$ cat config.mk
export PLATFORM = sky130hd
export DESIGN_NAME = sds_drive
export DESIGN_NICKNAME = d
export VERILOG_FILES = /design/src/sds_pkg.sv /design/src/sds_drive.sv
export SDC_FILE = /design/constraint.sdc
export NUM_CORES = 2
export LEC_CHECK = 0
export BUFFER_PORTS_ARGS = -buffer_cell sky130_fd_sc_hd__buf_2
export CORE_MARGIN = 2
export CORE_UTILIZATION = 59
export CTS_CLUSTER_SIZE = 8
export DETAILED_ROUTE_END_ITERATION = 10
export HOLD_SLACK_MARGIN = 0.02
export PLACE_DENSITY = 0.87
export REMOVE_ABC_BUFFERS = 1
export SYNTH_ARGS = -nofsm -noshare
export SYNTH_HDL_FRONTEND = slang
export SYNTH_SLANG_ARGS = --single-unit
$ cat constraint.sdc
create_clock -name pclk -period 238.3 [get_ports pclk]
set_clock_uncertainty 0.2 [all_clocks]
set_input_delay 47.66 -clock pclk [delete_from_list [all_inputs] [get_ports pclk]]
set_output_delay 47.66 -clock pclk [all_outputs]
set_load 0.02 [all_outputs]
$ cat src/sds_pkg.sv
// Package for the speed drive state machine: register map, field positions,
// reset values, states and the status word layout.
// Assumes a single pclk domain and an APB master with 32-bit data.
//
// Functional notes
// - Inhibited state: bit6 high, bits 2..0 low
// - Ready state: bit6 low, bits 2..0 001
// - Switched on 011, operation 111, bit6 low
// - Ramp or quick stop: bits 011, bit6 low
// - Quick stop is its own state 6
// - Status bit4 copies control bit1
// - Status bit5 copies control bit2
// - Status bit9 copies control bit10
// - Status bit3 shows external fault input
// - Status bit7 shows external warning input
// - Control bit7 acknowledges and clears faults
// - Status bit8 set inside speed window
// - Status bit10 set at or above threshold
// - Control bit6 feeds setpoint to ramp input
// - Control bit5 ramps linearly, else holds
// - Control bit4 gates ramp value to output
// - Ramp setpoint passes only in state 4
// - On error ramp down at emergency slope
// - Sign-of-life failure raises error, stops drive
// - Tolerated failure count; zero means none
// - Ignore control bits 11..15, status bits zero
// - Output setpoint as percent of reference
package sds_pkg;

    localparam int unsigned ADDR_W = 8;

    // Register byte offsets.
    localparam logic [ADDR_W-1:0] OFS_CTRL_ONE  = 8'h00;
    localparam logic [ADDR_W-1:0] OFS_CTRL_TWO  = 8'h04;
    localparam logic [ADDR_W-1:0] OFS_SETPOINT  = 8'h08;
    localparam logic [ADDR_W-1:0] OFS_RAMP_SLP  = 8'h0C;
    localparam logic [ADDR_W-1:0] OFS_EMERG_SLP = 8'h10;
    localparam logic [ADDR_W-1:0] OFS_WINDOW    = 8'h14;
    localparam logic [ADDR_W-1:0] OFS_THRESHOLD = 8'h18;
    localparam logic [ADDR_W-1:0] OFS_REF_SPEED = 8'h1C;
    localparam logic [ADDR_W-1:0] OFS_HB_TOL    = 8'h20;
    localparam logic [ADDR_W-1:0] OFS_STAT_ONE  = 8'h24;
    localparam logic [ADDR_W-1:0] OFS_STAT_TWO  = 8'h28;
    localparam logic [ADDR_W-1:0] OFS_PROC_SP   = 8'h2C;
    localparam logic [ADDR_W-1:0] OFS_PERCENT   = 8'h30;

    // Control word one bit positions.
    localparam int unsigned CB_ON_OFF      = 0;
    localparam int unsigned CB_COAST_REL   = 1;
    localparam int unsigned CB_QSTOP_REL   = 2;
    localparam int unsigned CB_ENABLE_OP   = 3;
    localparam int unsigned CB_RAMP_ENABLE = 4;
    localparam int unsigned CB_RAMP_RUN    = 5;
    localparam int unsigned CB_SP_ENABLE   = 6;
    localparam int unsigned CB_FAULT_ACK   = 7;
    localparam int unsigned CB_CTRL_REQ    = 10;

    // Sign-of-life field in both second words.
    localparam int unsigned LIFE_LSB = 12;
    localparam int unsigned LIFE_W   = 4;

    // Reset values and the percent scale factor.
    localparam logic [15:0] RST_RAMP_SLOPE  = 16'h0010;
    localparam logic [15:0] RST_EMERG_SLOPE = 16'h0040;
    localparam logic [15:0] RST_WINDOW      = 16'h0020;
    localparam logic [15:0] RST_THRESHOLD   = 16'h4000;
    localparam logic [15:0] RST_REF_SPEED   = 16'h4000;
    localparam logic [7:0]  RST_HB_TOL      = 8'h00;
    localparam logic signed [31:0] PCT_SCALE = 32'sh00000064;

    typedef enum logic [5:0] {
        ST_S1 = 6'b000001,
        ST_S2 = 6'b000010,
        ST_S3 = 6'b000100,
        ST_S4 = 6'b001000,
        ST_S5 = 6'b010000,
        ST_S6 = 6'b100000
    } sds_state_t;

    typedef struct packed {
        logic [4:0] drive_spec;
        logic       speed_reached;
        logic       ctrl_requested;
        logic       speed_in_tol;
        logic       warning;
        logic       on_inhibited;
        logic       qstop_off;
        logic       coast_off;
        logic       fault;
        logic       op_enabled;
        logic       ready_operate;
        logic       ready_on;
    } sds_status_t;

endpackage

$ cat src/sds_drive.sv
// Speed drive state machine with ramp generator, speed monitors and
// sign-of-life supervision, reached over APB.
// Assumes an APB master on pclk; a write to control word two ends one
// telegram cycle; actual speed, fault and warning are synchronous inputs.
//
// Added by the designer: the placing of the registers and register access over APB.
`timescale 1ns/1ns
`default_nettype none

module sds_drive
    import sds_pkg::*;
(
    input  wire logic                 pclk,                 // Clock, 25 MHz
    input  wire logic                 presetn,              // Async reset, low
    input  wire logic                 psel,                 // APB select
    input  wire logic                 penable,              // APB enable
    input  wire logic                 pwrite,               // APB direction
    input  wire logic [ADDR_W-1:0]    paddr,                // APB byte address
    input  wire logic [31:0]          pwdata,               // APB write data
    output logic      [31:0]          prdata,               // APB read data
    output logic                      pready,               // APB ready
    output logic                      pslverr,              // APB error
    input  wire logic signed [15:0]   actual_speed,         // Actual speed
    input  wire logic                 drive_fault_in,       // External fault
    input  wire logic                 drive_warning_in,     // External warning
    output sds_status_t               status_word_one,      // Status word one
    output logic      [15:0]          status_word_two,      // Status word two
    output logic signed [15:0]        process_setpoint_speed, // Setpoint out
    output logic signed [15:0]        setpoint_percent,     // Setpoint in %
    output logic                      life_error            // Sign-of-life error
);

    ////////////////////////////////////////////////////////////////////////////
    // Register bus.

    logic        [15:0] control_word_one_q;
    logic        [15:0] control_word_two_q;
    logic signed [15:0] speed_setpoint_in_q;
    logic        [15:0] ramp_slope_param_q;
    logic        [15:0] emergency_slope_param_q;
    logic        [15:0] tolerance_window_width_q;
    logic signed [15:0] speed_compare_level_q;
    logic        [15:0] nominal_speed_ref_q;
    logic        [7:0]  tolerated_heartbeat_failures_q;
    logic        [31:0] prdata_q;
    logic               pready_q;
    logic               pslverr_q;
    logic        [31:0] rdata_d;
    logic               hit_d;
    logic               apb_wr;
    logic               cycle_end;

    assign apb_wr    = psel && penable && pwrite && pready_q;
    assign cycle_end = apb_wr && (paddr == OFS_CTRL_TWO);

    always_comb
    begin
        rdata_d = 32'h00000000;
        hit_d   = 1'b1;
        case (paddr)
            OFS_CTRL_ONE:  rdata_d = {16'h0000, control_word_one_q};
            OFS_CTRL_TWO:  rdata_d = {16'h0000, control_word_two_q};
            OFS_SETPOINT:  rdata_d = {16'h0000, speed_setpoint_in_q};
            OFS_RAMP_SLP:  rdata_d = {16'h0000, ramp_slope_param_q};
            OFS_EMERG_SLP: rdata_d = {16'h0000, emergency_slope_param_q};
            OFS_WINDOW:    rdata_d = {16'h0000, tolerance_window_width_q};
            OFS_THRESHOLD: rdata_d = {16'h0000, speed_compare_level_q};
            OFS_REF_SPEED: rdata_d = {16'h0000, nominal_speed_ref_q};
            OFS_HB_TOL:    rdata_d = {24'h000000, tolerated_heartbeat_failures_q};
            OFS_STAT_ONE:  rdata_d = {16'h0000, status_word_one};
            OFS_STAT_TWO:  rdata_d = {16'h0000, status_word_two};
            OFS_PROC_SP:   rdata_d = {16'h0000, process_setpoint_speed};
            OFS_PERCENT:   rdata_d = {16'h0000, setpoint_percent};
            default:       hit_d   = 1'b0;
        endcase
    end

    // One wait state: ready rises in the second access cycle.
    always_ff @(posedge pclk or negedge presetn)
    begin
        if (!presetn)
        begin
            pready_q  <= 1'b0;
            prdata_q  <= 32'h00000000;
            pslverr_q <= 1'b0;
        end
        else
        begin
            pready_q  <= psel && penable && !pready_q;
            pslverr_q <= psel && penable && !pready_q && !hit_d;
            if (psel && penable && !pready_q && !pwrite)
            begin
                prdata_q <= rdata_d;
            end
        end
    end

    always_ff @(posedge pclk or negedge presetn)
    begin
        if (!presetn)
        begin
            control_word_one_q             <= 16'h0000;
            control_word_two_q             <= 16'h0000;
            speed_setpoint_in_q            <= 16'sh0000;
            ramp_slope_param_q             <= RST_RAMP_SLOPE;
            emergency_slope_param_q        <= RST_EMERG_SLOPE;
            tolerance_window_width_q       <= RST_WINDOW;
            speed_compare_level_q          <= RST_THRESHOLD;
            nominal_speed_ref_q            <= RST_REF_SPEED;
            tolerated_heartbeat_failures_q <= RST_HB_TOL;
        end
        else if (apb_wr)
        begin
            case (paddr)
                OFS_CTRL_ONE:  control_word_one_q             <= pwdata[15:0];
                OFS_CTRL_TWO:  control_word_two_q             <= pwdata[15:0];
                OFS_SETPOINT:  speed_setpoint_in_q            <= pwdata[15:0];
                OFS_RAMP_SLP:  ramp_slope_param_q             <= pwdata[15:0];
                OFS_EMERG_SLP: emergency_slope_param_q        <= pwdata[15:0];
                OFS_WINDOW:    tolerance_window_width_q       <= pwdata[15:0];
                OFS_THRESHOLD: speed_compare_level_q          <= pwdata[15:0];
                OFS_REF_SPEED: nominal_speed_ref_q            <= pwdata[15:0];
                OFS_HB_TOL:    tolerated_heartbeat_failures_q <= pwdata[7:0];
                default:       ;
            endcase
        end
    end

    assign prdata  = prdata_q;
    assign pready  = pready_q;
    assign pslverr = pslverr_q;

    ////////////////////////////////////////////////////////////////////////////
    // Sign-of-life supervision and fault acknowledge.

    logic [LIFE_W-1:0] life_seen_q;
    logic [LIFE_W-1:0] life_echo_q;
    logic [LIFE_W-1:0] life_new;
    logic [7:0]        miss_cnt_q;
    logic              life_err_q;
    logic              ack_prev_q;
    logic              ack_rise;
    logic              life_miss;
    logic              life_err_set;

    assign life_new     = pwdata[LIFE_LSB +: LIFE_W];
    assign life_miss    = cycle_end && (life_new == life_seen_q);
    assign life_err_set = life_miss && (miss_cnt_q >= tolerated_heartbeat_failures_q);
    assign ack_rise     = control_word_one_q[CB_FAULT_ACK] && !ack_prev_q;

    always_ff @(posedge pclk or negedge presetn)
    begin
        if (!presetn)
        begin
            life_seen_q <= '0;
            life_echo_q <= '0;
            miss_cnt_q  <= 8'h00;
            life_err_q  <= 1'b0;
            ack_prev_q  <= 1'b0;
        end
        else
        begin
            ack_prev_q <= control_word_one_q[CB_FAULT_ACK];
            if (cycle_end)
            begin
                life_seen_q <= life_new;
                life_echo_q <= life_echo_q + LIFE_W'(1);
                if (!life_miss)
                begin
                    miss_cnt_q <= 8'h00;
                end
                else if (miss_cnt_q != 8'hFF)
                begin
                    miss_cnt_q <= miss_cnt_q + 8'h01;
                end
            end
            // A new failure wins over an acknowledge in the same cycle.
            if (life_err_set)
            begin
                life_err_q <= 1'b1;
            end
            else if (ack_rise)
            begin
                life_err_q <= 1'b0;
            end
        end
    end

    assign life_error = life_err_q;

    ////////////////////////////////////////////////////////////////////////////
    // State machine.

    sds_state_t state_q;
    sds_state_t state_d;
    logic       any_err;
    logic signed [15:0] ramp_q;
    logic       ramp_zero;

    assign any_err   = life_err_q || drive_fault_in;
    assign ramp_zero = (ramp_q == 16'sh0000);

    always_comb
    begin
        state_d = state_q;
        case (state_q)
            ST_S1:
                if (!any_err && !control_word_one_q[CB_ON_OFF]
                    && control_word_one_q[CB_QSTOP_REL])
                    state_d = ST_S2;
            ST_S2:
                if (any_err || !control_word_one_q[CB_QSTOP_REL])
                    state_d = ST_S1;
                else if (control_word_one_q[CB_ON_OFF])
                    state_d = ST_S3;
            ST_S3:
                if (any_err || !control_word_one_q[CB_QSTOP_REL])
                    state_d = ST_S1;
                else if (!control_word_one_q[CB_ON_OFF])
                    state_d = ST_S2;
                else if (control_word_one_q[CB_ENABLE_OP])
                    state_d = ST_S4;
            ST_S4:
                if (any_err || !control_word_one_q[CB_QSTOP_REL])
                    state_d = ST_S6;
                else if (!control_word_one_q[CB_ON_OFF])
                    state_d = ST_S5;
                else if (!control_word_one_q[CB_ENABLE_OP])
                    state_d = ST_S3;
            ST_S5:
                if (any_err || !control_word_one_q[CB_QSTOP_REL])
                    state_d = ST_S6;
                else if (ramp_zero)
                    state_d = ST_S2;
            ST_S6:
                if (ramp_zero)
                    state_d = ST_S1;
            default:
                state_d = ST_S1;
        endcase
        if (!control_word_one_q[CB_COAST_REL])
        begin
            state_d = ST_S1;
        end
    end

    always_ff @(posedge pclk or negedge presetn)
    begin
        if (!presetn)
        begin
            state_q <= ST_S1;
        end
        else
        begin
            state_q <= state_d;
        end
    end

    ////////////////////////////////////////////////////////////////////////////
    // Ramp function generator.

    logic signed [15:0] ramp_target;
    logic        [15:0] ramp_slope;
    logic               ramp_step;
    logic signed [16:0] ramp_diff;
    logic signed [16:0] slope_ext;
    logic signed [15:0] ramp_d;

    always_comb
    begin
        ramp_target = control_word_one_q[CB_SP_ENABLE] ? speed_setpoint_in_q : 16'sh0000;
        ramp_slope  = ramp_slope_param_q;
        ramp_step   = control_word_one_q[CB_RAMP_RUN];
        if (state_q != ST_S4)
        begin
            ramp_target = 16'sh0000;
            ramp_step   = 1'b1;
        end
        if (state_q == ST_S6 || any_err)
        begin
            ramp_slope = emergency_slope_param_q;
        end
        slope_ext = $signed({1'b0, ramp_slope});
        ramp_diff = 17'(ramp_target) - 17'(ramp_q);
        if (ramp_diff > slope_ext)
            ramp_d = 16'(17'(ramp_q) + slope_ext);
        else if (ramp_diff < -slope_ext)
            ramp_d = 16'(17'(ramp_q) - slope_ext);
        else
            ramp_d = ramp_target;
    end

    always_ff @(posedge pclk or negedge presetn)
    begin
        if (!presetn)
        begin
            ramp_q <= 16'sh0000;
        end
        else if (ramp_step)
        begin
            ramp_q <= ramp_d;
        end
    end

    ////////////////////////////////////////////////////////////////////////////
    // Setpoint outputs.

    logic signed [15:0] proc_sp_d;
    logic signed [15:0] proc_sp_q;
    logic signed [15:0] pct_q;
    logic signed [31:0] pct_num;
    logic signed [31:0] pct_full;

    assign proc_sp_d = (state_q == ST_S4 && control_word_one_q[CB_RAMP_ENABLE])
                       ? ramp_q : 16'sh0000;
    assign pct_num   = 32'(proc_sp_q) * PCT_SCALE;
    assign pct_full  = (nominal_speed_ref_q == 16'h0000) ? 32'sh00000000
                       : pct_num / $signed({16'h0000, nominal_speed_ref_q});

    always_ff @(posedge pclk or negedge presetn)
    begin
        if (!presetn)
        begin
            proc_sp_q <= 16'sh0000;
            pct_q     <= 16'sh0000;
        end
        else
        begin
            proc_sp_q <= proc_sp_d;
            pct_q     <= 16'(pct_full);
        end
    end

    assign process_setpoint_speed = proc_sp_q;
    assign setpoint_percent       = pct_q;

    ////////////////////////////////////////////////////////////////////////////
    // Status words.

    sds_status_t        sw1_d;
    sds_status_t        sw1_q;
    logic        [15:0] sw2_q;
    logic signed [17:0] spd_err;
    logic        [17:0] spd_abs;

    assign spd_err = 18'(actual_speed) - 18'(speed_setpoint_in_q);
    assign spd_abs = spd_err[17] ? 18'(-spd_err) : 18'(spd_err);

    always_comb
    begin
        sw1_d = '0;
        sw1_d.ready_on      = (state_q != ST_S1);
        sw1_d.ready_operate = (state_q == ST_S3) || (state_q == ST_S4)
                              || (state_q == ST_S5) || (state_q == ST_S6);
        sw1_d.op_enabled    = (state_q == ST_S4);
        sw1_d.on_inhibited  = (state_q == ST_S1);
        sw1_d.fault         = drive_fault_in || life_err_q;
        sw1_d.warning       = drive_warning_in;
        sw1_d.coast_off     = control_word_one_q[CB_COAST_REL];
        sw1_d.qstop_off     = control_word_one_q[CB_QSTOP_REL];
        sw1_d.ctrl_requested = control_word_one_q[CB_CTRL_REQ];
        sw1_d.speed_in_tol  = ({spd_abs, 1'b0} <= {3'b000, tolerance_window_width_q});
        sw1_d.speed_reached = (actual_speed >= speed_compare_level_q);
        sw1_d.drive_spec    = 5'h00;
    end

    always_ff @(posedge pclk or negedge presetn)
    begin
        if (!presetn)
        begin
            sw1_q <= '0;
            sw2_q <= 16'h0000;
        end
        else
        begin
            sw1_q <= sw1_d;
            sw2_q <= {life_echo_q, 12'h000};
        end
    end

    assign status_word_one = sw1_q;
    assign status_word_two = sw2_q;
endmodule

`default_nettype wire

# ---- Word-level counts from Yosys, hierarchy flattened
# Cells that the tools add are included.
dict set report word_totals {
  register_bits 257
  input_bits 63
  output_inout_bits 99
  word_cells 148
}
dict set report classes {
  addsub 8
  multipliers 1
  div_mod_pow 1
  n_lt_le_gt_ge 5
  n_eq_ne 29
  mux 29
  reduce_logical 42
}
# operator count
set ops {}
lappend ops {{16-bit one-hot mux with 13 select lines} 1}
lappend ops {{16-bit 2-to-1 mux} 7}
lappend ops {{6-bit 2-to-1 mux} 13}
lappend ops {{8-bit by 6-bit equality test with 1-bit output (second input constant)} 5}
lappend ops {{6-bit one-hot mux with 6 select lines} 1}
lappend ops {{16-bit by 16-bit subtractor with 17-bit output} 2}
lappend ops {{32-bit by 17-bit divider with 32-bit output} 1}
lappend ops {{8-bit by 5-bit equality test with 1-bit output (second input constant)} 4}
lappend ops {{16-bit zero test} 2}
lappend ops {{16-bit by 6-bit multiplier with 22-bit output (second input constant)} 1}
lappend ops {{2-bit AND reduction} 10}
lappend ops {{19-bit by 16-bit less-or-equal comparator with 1-bit output} 1}
lappend ops {{18-bit 2-to-1 mux} 1}
lappend ops {{17-bit negation with 18-bit output} 1}
lappend ops {{17-bit greater-than comparator} 1}
lappend ops {{17-bit < comparator} 1}
lappend ops {{16-bit negation with 17-bit output} 1}
lappend ops {{16-bit adder} 1}
lappend ops {{8-bit by 4-bit equality test with 1-bit output (second input constant)} 2}
lappend ops {{16-bit >= comparator} 1}
lappend ops {{8-bit 2-to-1 mux} 2}
lappend ops {{16-bit subtractor} 1}
lappend ops {{1-bit logical AND} 13}
lappend ops {{13-bit OR reduction} 1}
lappend ops {{other kinds (26)} 41}

# ---- Longest topological paths before layout
dict set report depth {
  depth_word 7
  mapped_depth 633
  depth_no_buf 578
}

# ---- Worst setup path before layout
# OpenSTA, ideal clock, no wires.
dict set report synth_path {
  path_type {register to register}
  from {reg proc_sp_q[2], in the netlist process_setpoint_speed[2]}
  to {reg pct_q[12], in the netlist setpoint_percent[12]}
  setup_ps 132
  arrival_time_ps 101746
  t_required_ps 237968
  path_slack_ps 136222
  path_stages_with_launch 606
  period_less_slack_ps 102078
  cell_sequence {dfrtp_1 > buf_4 > inv_1 > ha_1 > fa_1 > ha_1 > ha_1 > inv_1 > fa_1 > and2b_1 > o211a_1 > or3_4 > a21oi_4 > xnor2_2 > buf_4 > buf_6 > o211ai_1 > a221oi_2 > [570 not listed] > a21oi_1 > nor2b_1 > o21ai_0 > nand2b_1 > a21oi_1 > nor2b_1 > o21ai_0 > nand3b_1 > a2111oi_0 > o2111a_1 > o2111a_1 > ha_1 > inv_1 > nor2_1 > nand2_1 > o31ai_1 > xnor2_1 > nor2_1}
}
dict set report synth_between {
  elab_chain_len 3
}
# item line
set synth_rtl {}
lappend synth_rtl {{start: declaration} sds_drive.sv:309} ;# logic signed [15:0] proc_sp_q;
lappend synth_rtl {{start signal: assignment} sds_drive.sv:329} ;# proc_sp_q <= proc_sp_d;
lappend synth_rtl {{16-bit by 6-bit multiplier with 22-bit output} sds_drive.sv:316} ;# assign pct_num = 32'(proc_sp_q) * PCT_SCALE;
lappend synth_rtl {{32-bit by 17-bit divider with 32-bit output} sds_drive.sv:318} ;# : pct_num / $signed({16'h0000, nominal_speed_ref_q});
lappend synth_rtl {{16-bit 2-to-1 mux} sds_drive.sv:317} ;# assign pct_full = (nominal_speed_ref_q == 16'h0000) ? 32'sh00000000
lappend synth_rtl {{net pct_full[12]} sds_drive.sv:312} ;# logic signed [31:0] pct_full;
lappend synth_rtl {{end signal: assignment} sds_drive.sv:330} ;# pct_q <= 16'(pct_full);
lappend synth_rtl {{end: declaration} sds_drive.sv:310} ;# logic signed [15:0] pct_q;
# The timed path passes the listed nets, and every way through them passes these cells.
# A chain may end at the register's enable or synchronous reset.

# ---- Final worst setup path
dict set report layout_path {
  from {reg proc_sp_q[1], in the netlist process_setpoint_speed[1]}
  to {reg pct_q[12], in the netlist setpoint_percent[12]}
}
# Same word-level chain as after synthesis.

==> metrics.md <==
| Metric | Value |
|---|---|
| Initial antenna violation count | `5` |
| Synth top area cells | `ha_1, dfrtp_1, a21oi_1` |
| Hold Crit Endpoint | `status_word_two[15]$_DFF_PN0_` |
| Start of the worst register-to-register path | `process_setpoint_speed[1]$_DFF_PN0_` |
| Adder-Cell Fraction of Synth Area | `0.1467` |
| Largest family of logic cells by synthesized area | `compound AO/OA/AOI/OAI gates` |
| Top Ports | `162` |
| CORE AREA | `88,100 um2` |
| Mapped Cells | `7,014` |
| Critical path data arrival time | `121,130 ps` |
| Routed Antenna Nets | `0` |
| Crit Path Max Fanout | `45` |
| Vias in the first global route | `52,600` |
| TritonCTS clock tree | `done` |
| Max transition margin | `0.09366` |
| XOR/XNOR share of the synthesized area | `0.09771` |
| Synth Area per Inst | `7.460 um2` |
| Fraction of registers with async set/reset | `1.000` |
| Worst skew pair latency | `520 ps` |
| P&R area growth vs syn | `5.002%` |
| Hold crit path type | `flop to flop` |
| Final period demand of the worst path | `120,960 ps` |
| Commonest non-fill, non-tap cell in the layout | `a21oi_1` |
| Die H | `301.8 um` |
| DR WL met3 | `18.29 mm` |
| Crit end category | `flop` |
| Vias | `around 56,000` |
| Max Cap Viol | `0` |
| Routed met1 length | `68.91 mm` |
| H-tree depth | `2` |
| Pins Over Slew Limit | `0` |
| Final wirelength | `178.0 mm` |
| Placed Cells | `between 8,000 and 9,000` |
| Worst slew pin tran | `roughly 1300 ps` |
| Post-CTS Resized | `0` |
| Crit-path max cell delay | `950 ps` |
| Final worst slack | `117,340 ps` |
| Die width | `roughly 300 um` |
| Share of layout cells above drive strength 1 | `0.09861` |
| Hold_sp | `life_echo_q[3]$_DFFE_PN0P_` |
| Post-synthesis simple-gate area fraction | `0.2421` |
| Row count | `around 110` |
| Critical Path Source Type | `flop` |
| Drt pass-1 iters | `7` |
| Mux share of post-synthesis cell area | `0.06244` |
| Period utilization | `0.5076` |
| Wirelength per Cell | `21.64 um` |
| R2R setup slack | `117,340 ps` |
| Nets | `7,704` |
| Crit-path most repeated cell | `a21oi_1` |
| Total negative slack | `0 ps` |
| Register area share after synthesis | `0.1135` |
| Distinct cells, synth | `163` |
| DP Wirelength | `136.6 mm` |
| Root Driver | `clkbuf_16` |
| Non-filler cells in the finished layout | `slightly above 8,000` |
| Final count of negative-setup-slack endpoints | `0` |
| RSZ-0062 raised after global routing | `false` |
| Worst Path Class, Setup | `flop to flop` |
| Status | `complete, no violations` |
| Critical path data required time | `238,470 ps` |
| First-pass GRT wire length | `277.2 mm` |
| CTS clk-pin slew, worst paths | `50 ps` |
| Synth area leader | `ha_1` |
| CTS Hold Bufs | `0` |
| Most frequent cells in the layout | `a21oi_1, nor2_1, ha_1` |
| Longest Clk Path Bufs | `3` |
| Warnings, synthesis | `0` |
| Post-synth EDFFs | `0` |
| Hold path depth | `0` |
| DR WL met2 | `78.67 mm` |
| Post-route DRC violation count | `0` |
| Iter 0 DRT Violations | `6,083` |
| Initial Utilization | `0.5939` |
| R2R Path End | `setpoint_percent[12]$_DFF_PN0_` |
| Number of port buffers | `112` |
| Synth Flop Type | `dfrtp_1` |
| TritonCTS Sinks | `237` |
| Util after Layout | `0.6236` |
| Die ar. | `roughly 91,000 um2` |
| Seq cells post-synth | `237` |
| Top layer in use | `met4` |
| Synthesized cell area | `approximately 52,000 um2` |
| Placement Setup Slack | `between 100,000 and 150,000 ps` |
| Routability Congestion | `~1` |
| CP max stage cell | `nor4_4` |
| Postcts setup bufs | `0` |
| Final Hold Vio Count | `0` |
| Reg2Reg Depth | `566` |
| Via density | `between 6 and 7` |
| Highest Clock Rate | `8.267 MHz` |
| Grt ovf | `0` |
| Largest net degree at the start of global routing | `104` |
| Yosys top cell area share | `0.1394` |
| CTS buffer count | `35` |
| Overall routing resource usage | `0.3730` |
| Post-synthesis compound-gate area fraction | `0.2866` |
## worst max path at each step
stage / end / from / slack [ps] / cells past startpoint
finish: setpoint_percent[12]$_DFF_PN0_ / process_setpoint_speed[1]$_DFF_PN0_ / 117340 / 566
detailed placement: setpoint_percent[12]$_DFF_PN0_ / process_setpoint_speed[1]$_DFF_PN0_ / 120870 / 566
CTS: setpoint_percent[12]$_DFF_PN0_ / process_setpoint_speed[1]$_DFF_PN0_ / 120350 / 566
global placement: setpoint_percent[12]$_DFF_PN0_ / process_setpoint_speed[1]$_DFF_PN0_ / 122960 / 566
global route: setpoint_percent[12]$_DFF_PN0_ / process_setpoint_speed[1]$_DFF_PN0_ / 108000 / 571
floorplan: setpoint_percent[12]$_DFF_PN0_ / process_setpoint_speed[2]$_DFF_PN0_ / 133530 / 550
## registers in the layout, indices dropped and copies added, names as in the netlist, 4 cells and up
register and flops:
state_q 6, miss_cnt_q 8, tolerated_heartbeat_failures_q 8, emergency_slope_param_q 16, ramp_q 16, setpoint_percent 16, speed_setpoint_in_q 16, process_setpoint_speed 16
ramp_slope_param_q 16, speed_compare_level_q 16, nominal_speed_ref_q 16, life_echo_q 4, status_word_two 4, control_word_two_q 16, status_word_one 11, prdata 16
tolerance_window_width_q 16, control_word_one_q 16
## logic make-up after synthesis
kind of cell | after synthesis
compound gates | 2216
flops | 237
xor+xnor | 567
buf+inv | 617
other cells | 1
fa+ha+maj | 602
mux | 297
simple gates | 2477
## Yosys cell counts, drive strengths merged (88+ instances only)
library cell    n
ha            583
nand2         577
inv           367
dfrtp         231
a21o          232
nand4         122
nor4           96
nand2b        136
and3          101
a21oi         667
buf           112
clkbuf        135
mux2          212
o21a           88
nand3         159
nor2          635
nor2b         104
xor2          187
nor3          180
xnor2         380
o21ai         445
## worst max-delay path, delay by kind of cell (launching register included)
family / cells / cell delay, ps
compound gates: 283 / 59150
simple gates: 197 / 38070
fa+ha+maj: 38 / 11920
buf+inv: 36 / 6640
mux: 7 / 2840
xor+xnor: 5 / 940
flops: 1 / 690
## routing by layer
layer  global-route usage  vias to the layer above
met2               0.6079                     2967
met4               0.2185                        0
met1               0.4651                    26090
li1                     -                    26050
met5                    0                        -
met3              0.06148                      732
## per-stage QoR
step / area [um2] / hold slack, ps
global route: 54930 / 217.1
finish: 54940 / 205.6
floorplan: 51180 / 169.5
global placement: 53950 / 179.3
CTS: 54930 / 203.4
detailed placement: 53950 / 188.7
## area by class of cell
type / instances / area (um2)
multi-input cells: 6196 / 43950
fillers: 7727 / 33160
flip-flops and latches: 237 / 5938
well taps: 1165 / 1458
inverters: 370 / 1389
repair buffers: 199 / 1224
clock buffers: 53 / 953.4
clock inverters: 3 / 26.28
diodes: 3 / 7.507
Power is left out: the tool's default activity adds up to more than one toggle a clock period on the data nets, which glitch-free logic cannot reach.
